$ cat config.mk
export PLATFORM = sky130hd
export DESIGN_NAME = ldr_regs
export DESIGN_NICKNAME = d
export VERILOG_FILES = /design/src/include/ldr_pkg.sv /design/src/hdl/ldr_regs.sv /design/src/hdl/ldr_ms_tick.sv
export VERILOG_INCLUDE_DIRS = /design/src /design/src/include
export SDC_FILE = /design/constraint.sdc
export NUM_CORES = 1
export LEC_CHECK = 0
export BUFFER_PORTS_ARGS = -buffer_cell sky130_fd_sc_hd__buf_4
export CAP_MARGIN = 20
export CORE_MARGIN = 1
export CORE_UTILIZATION = 45
export DETAILED_ROUTE_END_ITERATION = 10
export GPL_ROUTABILITY_DRIVEN = 1
export HOLD_SLACK_MARGIN = 0.03
export PLACE_DENSITY = 0.67
export SLEW_MARGIN = 20
export SYNTH_ARGS = -nofsm -noshare
export SYNTH_HDL_FRONTEND = slang
export SYNTH_SLANG_ARGS = --single-unit
$ cat constraint.sdc
create_clock -name clk -period 5.65 [get_ports clk]
set_input_delay 1.695 -clock clk [delete_from_list [all_inputs] [get_ports clk]]
set_output_delay 1.695 -clock clk [all_outputs]
set_load 0.1 [all_outputs]
$ cat src/include/ldr_consts.svh
// Purpose: offsets, field positions, revision values and timing counts
// Assumes: 25 MHz clock, 8-bit register port with 8-bit addresses
// Notes: included by the design modules and the bench
//
// Overview of operation
// - current scale field 6:4 picks 25..150 mA unless external control
// - bit 3 selects linear slope (0) or advanced smooth slope (1)
// - slope field 2:0 picks 0,1,2,52,105,210,315,511 ms transition time
// - status bit 3 reads 0 while sloping, 1 once transition is done
// - status bit 2 reads 1 when the thermistor is absent
// - status bit 1 reads 1 when the external sensor low limit is hit
// - status bit 0 reads 1 when the external sensor high limit is hit
// - fault bit 6 flags input overvoltage
// - fault bit 5 flags input undervoltage lockout
// - fault bit 4 flags thermal shutdown
// - fault bit 3 flags boost overcurrent
// - fault bit 2 flags boost output overvoltage
// - fault bit 1 flags input switch overcurrent
// - fault bit 0 flags charge pump output too low
// - string fault bit 5 flags an open string on any output
// - string fault bit 4 flags a shorted string on any output
// - string fault bits 3:0 mark the faulty output, one bit each
// - writing 1 to fault clear bit 0 clears the fault flags
// - revision register: full-layer rev high nibble, mask rev low nibble
// - upper temp read returns bits 10:8 and latches all eleven bits
// - configuration reset content comes from nonvolatile memory
`ifndef LDR_CONSTS_SVH
`define LDR_CONSTS_SVH

`define LDR_ADDR_CONFIG 8'h0d
`define LDR_ADDR_STATUS 8'h0e
`define LDR_ADDR_FAULT 8'h0f
`define LDR_ADDR_STRING 8'h10
`define LDR_ADDR_CLEAR 8'h11
`define LDR_ADDR_REV 8'h12
`define LDR_ADDR_TEMP_HI 8'h13
`define LDR_ADDR_TEMP_LO 8'h14

`define LDR_CFG_SCALE_HI 6
`define LDR_CFG_SCALE_LO 4
`define LDR_CFG_ADV_BIT 3
`define LDR_CFG_SLOPE_HI 2
`define LDR_CFG_SLOPE_LO 0
`define LDR_CFG_WMASK 8'h7f
`define LDR_CLEAR_BIT 0
`define LDR_STRING_OPEN_BIT 5
`define LDR_STRING_SHORT_BIT 4

// arbitrary neutral revision values
`define LDR_FULL_REV 4'h1
`define LDR_MASK_REV 4'h0

// one millisecond at 25 MHz
`define LDR_CLK_HZ 25000000
`define LDR_MS_CYCLES (`LDR_CLK_HZ / 1000)

`endif

$ cat src/include/ldr_pkg.sv
// Purpose: types shared by the register bank
// Assumes: constants come from ldr_consts.svh
// Notes: holds types only
package ldr_pkg;
	typedef logic [7:0] ldr_byte_t;
	typedef logic [10:0] ldr_temp_t;
	typedef enum logic [2:0] {
		LDR_IDLE = 3'b001,
		LDR_RUN = 3'b010,
		LDR_DONE = 3'b100
	} ldr_slope_e;
endpackage : ldr_pkg

$ cat src/hdl/ldr_regs.sv
// Purpose: configuration, status and fault registers of the LED driver
// Assumes: byte-wide register port from the serial front end, one clock
// Notes: fault inputs are raw analog comparator levels, synchronised here
`timescale 1ns/1ps
`include "ldr_consts.svh"
module ldr_regs #(
	parameter int unsigned MS_CYCLES = `LDR_MS_CYCLES
) (
	input wire logic clk,
	input wire logic rst_n,
	input wire logic wr_en,
	input wire logic rd_en,
	input wire logic [7:0] addr,
	input wire logic [7:0] wdata,
	output ldr_pkg::ldr_byte_t rdata,
	input wire logic [7:0] nvm_config,
	input wire logic nvm_valid,
	input wire logic external_current_select,
	input wire logic brightness_change,
	input wire logic thermistor_absent,
	input wire logic ext_sensor_low_limit,
	input wire logic ext_sensor_high_limit,
	input wire logic input_overvoltage,
	input wire logic input_undervoltage,
	input wire logic thermal_shutdown,
	input wire logic boost_overcurrent,
	input wire logic boost_overvoltage,
	input wire logic input_switch_overcurrent,
	input wire logic pump_undervoltage,
	input wire logic [3:0] string_open,
	input wire logic [3:0] string_short,
	input wire logic [10:0] die_temp,
	output logic [7:0] max_current_ma,
	output logic advanced_slope,
	output logic [9:0] slope_ms,
	output logic transition_complete
);
	import ldr_pkg::*;

	// nineteen pin levels: three sensor flags, seven faults, eight string
	// levels and the brightness change request at the top
	localparam int NSYNC = 19;

	typedef struct packed {
		logic [NSYNC-1:0] s1;
		logic [NSYNC-1:0] s2;
		logic cfg_loaded;
		ldr_byte_t cfg;
		logic [6:0] fault;
		logic open_f;
		logic short_f;
		logic [3:0] which;
		ldr_temp_t temp_latch;
		ldr_slope_e slope_st;
		logic [9:0] slope_cnt;
		ldr_byte_t rdata;
	} ldr_regs_s;

	ldr_regs_s st;
	ldr_regs_s next_st;
	logic ms_tick;
	logic [NSYNC-1:0] raw_in;
	logic [NSYNC-1:0] sy;
	logic clear_cmd;
	logic temp_hi_read;

	// decode of the slope code into milliseconds, also used for the output
	function automatic logic [9:0] slope_to_ms(input logic [2:0] code);
		case (code)
			3'h0: slope_to_ms = 10'd0;
			3'h1: slope_to_ms = 10'd1;
			3'h2: slope_to_ms = 10'd2;
			3'h3: slope_to_ms = 10'd52;
			3'h4: slope_to_ms = 10'd105;
			3'h5: slope_to_ms = 10'd210;
			3'h6: slope_to_ms = 10'd315;
			default: slope_to_ms = 10'd511;
		endcase
	endfunction : slope_to_ms

	// decode of the scale code into the string current ceiling
	function automatic logic [7:0] scale_to_ma(input logic [2:0] code);
		case (code)
			3'h0: scale_to_ma = 8'd25;
			3'h1: scale_to_ma = 8'd30;
			3'h2: scale_to_ma = 8'd50;
			3'h3: scale_to_ma = 8'd60;
			3'h4: scale_to_ma = 8'd80;
			3'h5: scale_to_ma = 8'd100;
			3'h6: scale_to_ma = 8'd120;
			default: scale_to_ma = 8'd150;
		endcase
	endfunction : scale_to_ma

	ldr_ms_tick #(
		.CYCLES(MS_CYCLES)
	) u_tick (
		.clk(clk),
		.rst_n(rst_n),
		.restart(sy[18]),
		.tick(ms_tick)
	);

	// all pin levels pass two flops; only the second stage is read
	assign raw_in = {brightness_change, string_short, string_open,
		pump_undervoltage, input_switch_overcurrent, boost_overvoltage,
		boost_overcurrent, thermal_shutdown, input_undervoltage,
		input_overvoltage, ext_sensor_high_limit, ext_sensor_low_limit,
		thermistor_absent};
	assign sy = st.s2;

	assign clear_cmd = wr_en && addr == `LDR_ADDR_CLEAR
		&& wdata[`LDR_CLEAR_BIT];
	assign temp_hi_read = rd_en && addr == `LDR_ADDR_TEMP_HI;

	always_comb begin
		next_st = st;
		next_st.s1 = raw_in;
		next_st.s2 = st.s1;
		// nvm copy wins once; later host writes override it
		if (!st.cfg_loaded && nvm_valid) begin
			next_st.cfg = {1'b0, nvm_config[6:0]};
			next_st.cfg_loaded = 1'b1;
		end else if (wr_en && addr == `LDR_ADDR_CONFIG) begin
			next_st.cfg = wdata & `LDR_CFG_WMASK;
		end
		// clear first, then new events, so a same-cycle event survives
		if (clear_cmd) begin
			next_st.fault = '0;
			next_st.open_f = 1'b0;
			next_st.short_f = 1'b0;
			next_st.which = '0;
		end
		// bits 6..0: ovp, uvlo, tsd, boost_overcurrent, boost_overvoltage, switch, pump
		next_st.fault = next_st.fault | {sy[3], sy[4], sy[5], sy[6],
			sy[7], sy[8], sy[9]};
		next_st.open_f = next_st.open_f | (|sy[13:10]);
		next_st.short_f = next_st.short_f | (|sy[17:14]);
		next_st.which = next_st.which | sy[13:10] | sy[17:14];
		// reading the upper byte freezes a coherent sample for the lower
		if (temp_hi_read) begin
			next_st.temp_latch = die_temp;
		end
		// slope timer: restart on a brightness change, count ms ticks
		case (st.slope_st)
			LDR_IDLE: begin
				next_st.slope_st = LDR_DONE;
			end
			LDR_RUN: begin
				if (st.slope_cnt == 10'd0) begin
					next_st.slope_st = LDR_DONE;
				end else if (ms_tick) begin
					next_st.slope_cnt = st.slope_cnt - 10'd1;
				end
			end
			LDR_DONE: begin
				next_st.slope_st = LDR_DONE;
			end
			default: begin
				next_st.slope_st = LDR_DONE;
			end
		endcase
		if (sy[18]) begin
			next_st.slope_st = LDR_RUN;
			next_st.slope_cnt = slope_to_ms(st.cfg[2:0]);
		end
		// read data mux, registered
		next_st.rdata = 8'h00;
		if (rd_en) begin
			case (addr)
				`LDR_ADDR_CONFIG: next_st.rdata = st.cfg;
				`LDR_ADDR_STATUS: next_st.rdata = {4'h0,
					st.slope_st == LDR_DONE, sy[0], sy[1], sy[2]};
				`LDR_ADDR_FAULT: next_st.rdata = {1'b0, st.fault};
				`LDR_ADDR_STRING: next_st.rdata = {2'h0, st.open_f,
					st.short_f, st.which};
				`LDR_ADDR_REV: next_st.rdata = {`LDR_FULL_REV,
					`LDR_MASK_REV};
				`LDR_ADDR_TEMP_HI: next_st.rdata = {5'h0,
					die_temp[10:8]};
				`LDR_ADDR_TEMP_LO: next_st.rdata = st.temp_latch[7:0];
				default: next_st.rdata = 8'h00;
			endcase
		end
	end

	always_ff @(posedge clk) begin
		if (!rst_n) begin
			st <= '0;
			st.slope_st <= LDR_IDLE;
		end else begin
			st <= next_st;
		end
	end

	assign rdata = st.rdata;
	// external control leaves the ceiling to the pin; report full scale
	assign max_current_ma = external_current_select ? 8'd150
		: scale_to_ma(st.cfg[6:4]);
	assign advanced_slope = st.cfg[`LDR_CFG_ADV_BIT];
	assign slope_ms = slope_to_ms(st.cfg[2:0]);
	assign transition_complete = st.slope_st == LDR_DONE;

	a_clear_faults: assert property (@(posedge clk) disable iff (!rst_n)
		clear_cmd && sy[9:3] == 7'h0 |=> st.fault == 7'h0)
		else $error("fault clear ignored");
	a_fault_sticky: assert property (@(posedge clk) disable iff (!rst_n)
		!clear_cmd && $past(!clear_cmd) |-> (st.fault & $past(st.fault))
		== $past(st.fault)) else $error("fault flag dropped");
	a_ovp_sets: assert property (@(posedge clk) disable iff (!rst_n)
		sy[3] |=> st.fault[6]) else $error("ovp not flagged");
	a_open_sets: assert property (@(posedge clk) disable iff (!rst_n)
		sy[10] |=> st.open_f && st.which[0])
		else $error("open string not flagged");
	a_short_sets: assert property (@(posedge clk) disable iff (!rst_n)
		sy[17] |=> st.short_f && st.which[3])
		else $error("short string not flagged");
	a_temp_latch: assert property (@(posedge clk) disable iff (!rst_n)
		temp_hi_read ##1 (rd_en && addr == `LDR_ADDR_TEMP_LO) |=>
		rdata == $past(die_temp[7:0], 2))
		else $error("temp low byte mismatch");
	a_slope_busy: assert property (@(posedge clk) disable iff (!rst_n)
		sy[18] |=> !transition_complete)
		else $error("slope not busy");
	a_rev_read: assert property (@(posedge clk) disable iff (!rst_n)
		rd_en && addr == `LDR_ADDR_REV |=> rdata == {`LDR_FULL_REV,
		`LDR_MASK_REV}) else $error("revision wrong");
	a_cfg_write: assert property (@(posedge clk) disable iff (!rst_n)
		wr_en && addr == `LDR_ADDR_CONFIG && st.cfg_loaded |=>
		st.cfg == ($past(wdata) & 8'h7f)) else $error("cfg write lost");
endmodule : ldr_regs

$ cat src/hdl/ldr_ms_tick.sv
// Purpose: one-cycle millisecond enable from the system clock
// Assumes: synchronous active-low reset
// Notes: paces the slope timer
`timescale 1ns/1ps
`include "ldr_consts.svh"
module ldr_ms_tick #(
	parameter int unsigned CYCLES = `LDR_MS_CYCLES
) (
	input wire logic clk,
	input wire logic rst_n,
	input wire logic restart,
	output logic tick
);
	typedef struct packed {
		logic [31:0] cnt;
		logic tick;
	} ldr_tick_s;
	ldr_tick_s st;
	ldr_tick_s next_st;

	// restart realigns the tick so a new transition gets whole milliseconds
	always_comb begin
		next_st = st;
		next_st.tick = 1'b0;
		if (restart || st.cnt >= CYCLES - 1) begin
			next_st.cnt = '0;
			next_st.tick = !restart;
		end else begin
			next_st.cnt = st.cnt + 32'h1;
		end
	end

	always_ff @(posedge clk) begin
		if (!rst_n) begin
			st <= '0;
		end else begin
			st <= next_st;
		end
	end

	assign tick = st.tick;
endmodule : ldr_ms_tick

==> flow_metrics.env <==
export IMPL_dpl_hpwl_mm=6.83
export IMPL_fin_ws_ns=1.44
export IMPL_worstPathRequired_ns=3.95
export IMPL_die_w_um=104
export IMPL_drive_gt1_share_pct=23.5
export IMPL_synth_warnings=0
export IMPL_syn_area_per_cell_sq_um=9.81
export IMPL_finalSetupViolations=0
export IMPL_wl_per_cell_um=13.9
export IMPL_grt_pass1_vias=3396
export IMPL_antenna_found_initial=0
export IMPL_stdcell_area_sq_um=5960
export IMPL_rows=36
export IMPL_port_buffers=84
export IMPL_grt_max_degree=52
export IMPL_post_cts_resized=0
export IMPL_synth_edf_count=0
export IMPL_grt_pass1_wl_mm=16.3
export IMPL_cts_hold_buf=0
export IMPL_leakage_uw=0.00257
export IMPL_vias_per_cell=5.13
export IMPL_ys_types=57
export IMPL_hold_path_depth=1
export IMPL_slew_headroom_pct=32.5
export IMPL_drt_pass1_iterations=4
export IMPL_root_buffer="clkbuf_8"
export IMPL_crit_path_max_fanout=5
export IMPL_nets=627
export IMPL_ir_worst_vdd_mv=0.248
export IMPL_cts_buffers=17
export IMPL_seqPwrFrac_pct=42.5
export IMPL_netlist_top_cells_count="dfxtp_1 (121), nor2_1 (43), and2_1 (40)"
export IMPL_slew_viol_final=0
export IMPL_synth_cells=477
export IMPL_wl_mm=9.86
export IMPL_status="finished clean"
export IMPL_initialDrtViolationCount=137
export IMPL_crit_type="input pin to primary output"
export IMPL_worst_pin_slew_ns=0.997
export IMPL_min_period_ns=4.21
export IMPL_timing_fmax_mhz=237
export IMPL_fill_cells=878
export IMPL_rsz0062_at_grt="false"
export IMPL_synth_top_area_share_pct=51.8
export IMPL_ant_nets=0
export IMPL_vias=3645
export IMPL_clk_latency_ns=0.50
export IMPL_cts_max_level=4
export IMPL_place_gp_congestion=0.803
export IMPL_coreArea_sq_um=9910
export IMPL_switching_power_uw=552
export IMPL_placed_area_sq_um=5400
export IMPL_setup_worst_path_start_class="input pin"
export IMPL_area_delta_synth_final_pct=27.5
export IMPL_antenna_cells=0
export IMPL_die_y_um=104
export IMPL_io_pins=88
export IMPL_internal_power_uw=1600
export IMPL_pwr_share_clk_pct=46.9
export IMPL_endpoint_kind="primary output"
export IMPL_hold_violations=0
export IMPL_grt_overflow=0
export IMPL_yosysTopAreaCell="dfxtp_1"
export IMPL_die_area_sq_um=10800
export IMPL_power_density_nw_per_um2=360
export IMPL_post_route_period_util_pct=74.6
export IMPL_ys_top_cells_by_area="dfxtp_1 (52%), and2_1 (5.4%), mux2i_1 (4.3%)"
export IMPL_fin_skew_ns=0.00731
export IMPL_synthMostInstantiatedCell="dfxtp_1"
export IMPL_utilization_pct=60.2
export IMPL_synthArstFlopShare_pct=0
export IMPL_netlist_area_sq_um=4680
export IMPL_synth_seq_cells=121
export IMPL_max_cap_violations=0
export IMPL_grt_util_all_layers_pct=19.0
export IMPL_cts_sinks=121
export IMPL_pre_cts_slack_ns=1.43
export IMPL_clk_pin_slew_ns=0.06
export IMPL_cp_arrival_ns=2.52
export IMPL_cts_buffer_depth=2
export IMPL_yosys_most_used_dff="dfxtp_1"
export IMPL_postCtsSetupBuffers=0
export IMPL_start_util_pct=47.2
export IMPL_drc=0
export IMPL_hold_path_class="register to register"
export IMPL_pwr_share_comb_pct=10.6
export IMPL_r2r_cells=6
export IMPL_cts_tree="built"
export IMPL_yosysSeqAreaShare_pct=51.8
export IMPL_switching_share_pct=25.7
==> logic make-up after synthesis <==
kind of cell / share of synthesized area [%]
and+or+nand+nor: 22.3
DFF: 51.8
AOI/OAI and AO/OA: 11.6
buffers and inverters: 4.55
muxes: 5.72
xor gates and xnor gates: 3.37
adders and majority gates: 0.535
other: 0.0802
==> power by group through the flow <==
stage	logic, uW	clock network [uW]	registers (uW)
finish	227	1010	914
floorplan	164	0	925
global route	243	1070	917
detailed placement	227	0	932
global placement	224	0	930
CTS	228	1030	914
==> worst paths after layout <==
path                      startpoint                  end  slack (ns)
max reg2reg       st[8]$_SDFFE_PN0P_  st[10]$_SDFFE_PN0P_        3.31
min           next_st[59]$_SDFF_PN0_     sy[5]$_SDFF_PN0_        0.43
max          external_current_select    max_current_ma[0]        1.44
min reg2reg   next_st[59]$_SDFF_PN0_     sy[5]$_SDFF_PN0_        0.43
==> sequential cells by signal, summed over array words and instances (netlist names) <==
name and flops:
advanced_slope 1, sy 19, st 41, rdata 8, u_tick.tick 1, u_tick.st 32, next_st 19
==> critical path, stage by stage <==
cell and delay, ns:
buf_4 0.12, or2_2 0.29, nor3_2 0.10, buf_4 0.31
==> placed cells by master, fill, tap and decap left out, types with 6 or more instances in the layout <==
| master | count |
|---|---|
| nor4_1 | 12 |
| o311a_1 | 6 |
| xnor2_1 | 15 |
| nor2_1 | 43 |
| mux2i_1 | 20 |
| nand2_1 | 21 |
| clkinv_2 | 6 |
| dfxtp_1 | 121 |
| nand4_1 | 7 |
| a21oi_1 | 13 |
| clkbuf_16 | 16 |
| buf_4 | 86 |
| nand3_1 | 8 |
| mux2_2 | 6 |
| inv_1 | 13 |
| nor3_1 | 19 |
| o21ai_0 | 10 |
| and2_1 | 40 |
| conb_1 | 18 |
| a211oi_1 | 13 |
==> stage by stage <==
stage / power (uW) / cells / TNS, ns / hold slack [ns]
2_1_floorplan: 1090 / 494 / -0.168 / 0.412
3_3_place_gp: 1150 / 679 / 0 / 0.415
3_5_place_dp: 1160 / 679 / 0 / 0.418
4_1_cts: 2170 / 711 / 0 / 0.432
5_1_grt: 2230 / 711 / 0 / 0.447
6_report: 2150 / 711 / 0 / 0.430
==> routing by layer <==
layer / part of all wire [%] / GRT usage (%) / up-vias / routed length [um]
met2: 46 / 29.4 / 116 / 4510
met1: 48 / 24.9 / 1682 / 4760
met5: 0 / 0 / - / 0
met3: 4.7 / 5.20 / 11 / 468
met4: 1.2 / 7.65 / 0 / 119
li1: - / - / 1836 / -
==> area by class of cell <==
class	count	area, sq um	share of cell area [%]
Inverter	13	48.8	0.818
Clock buffer	17	414	6.95
Tap cell	133	166	2.79
Timing Repair Buffer	86	646	10.8
Multi-Input combinational cell	326	2110	35.5
Sequential cell	121	2420	40.6
Clock inverter	15	151	2.54
(Power assumes the default switching activity.)
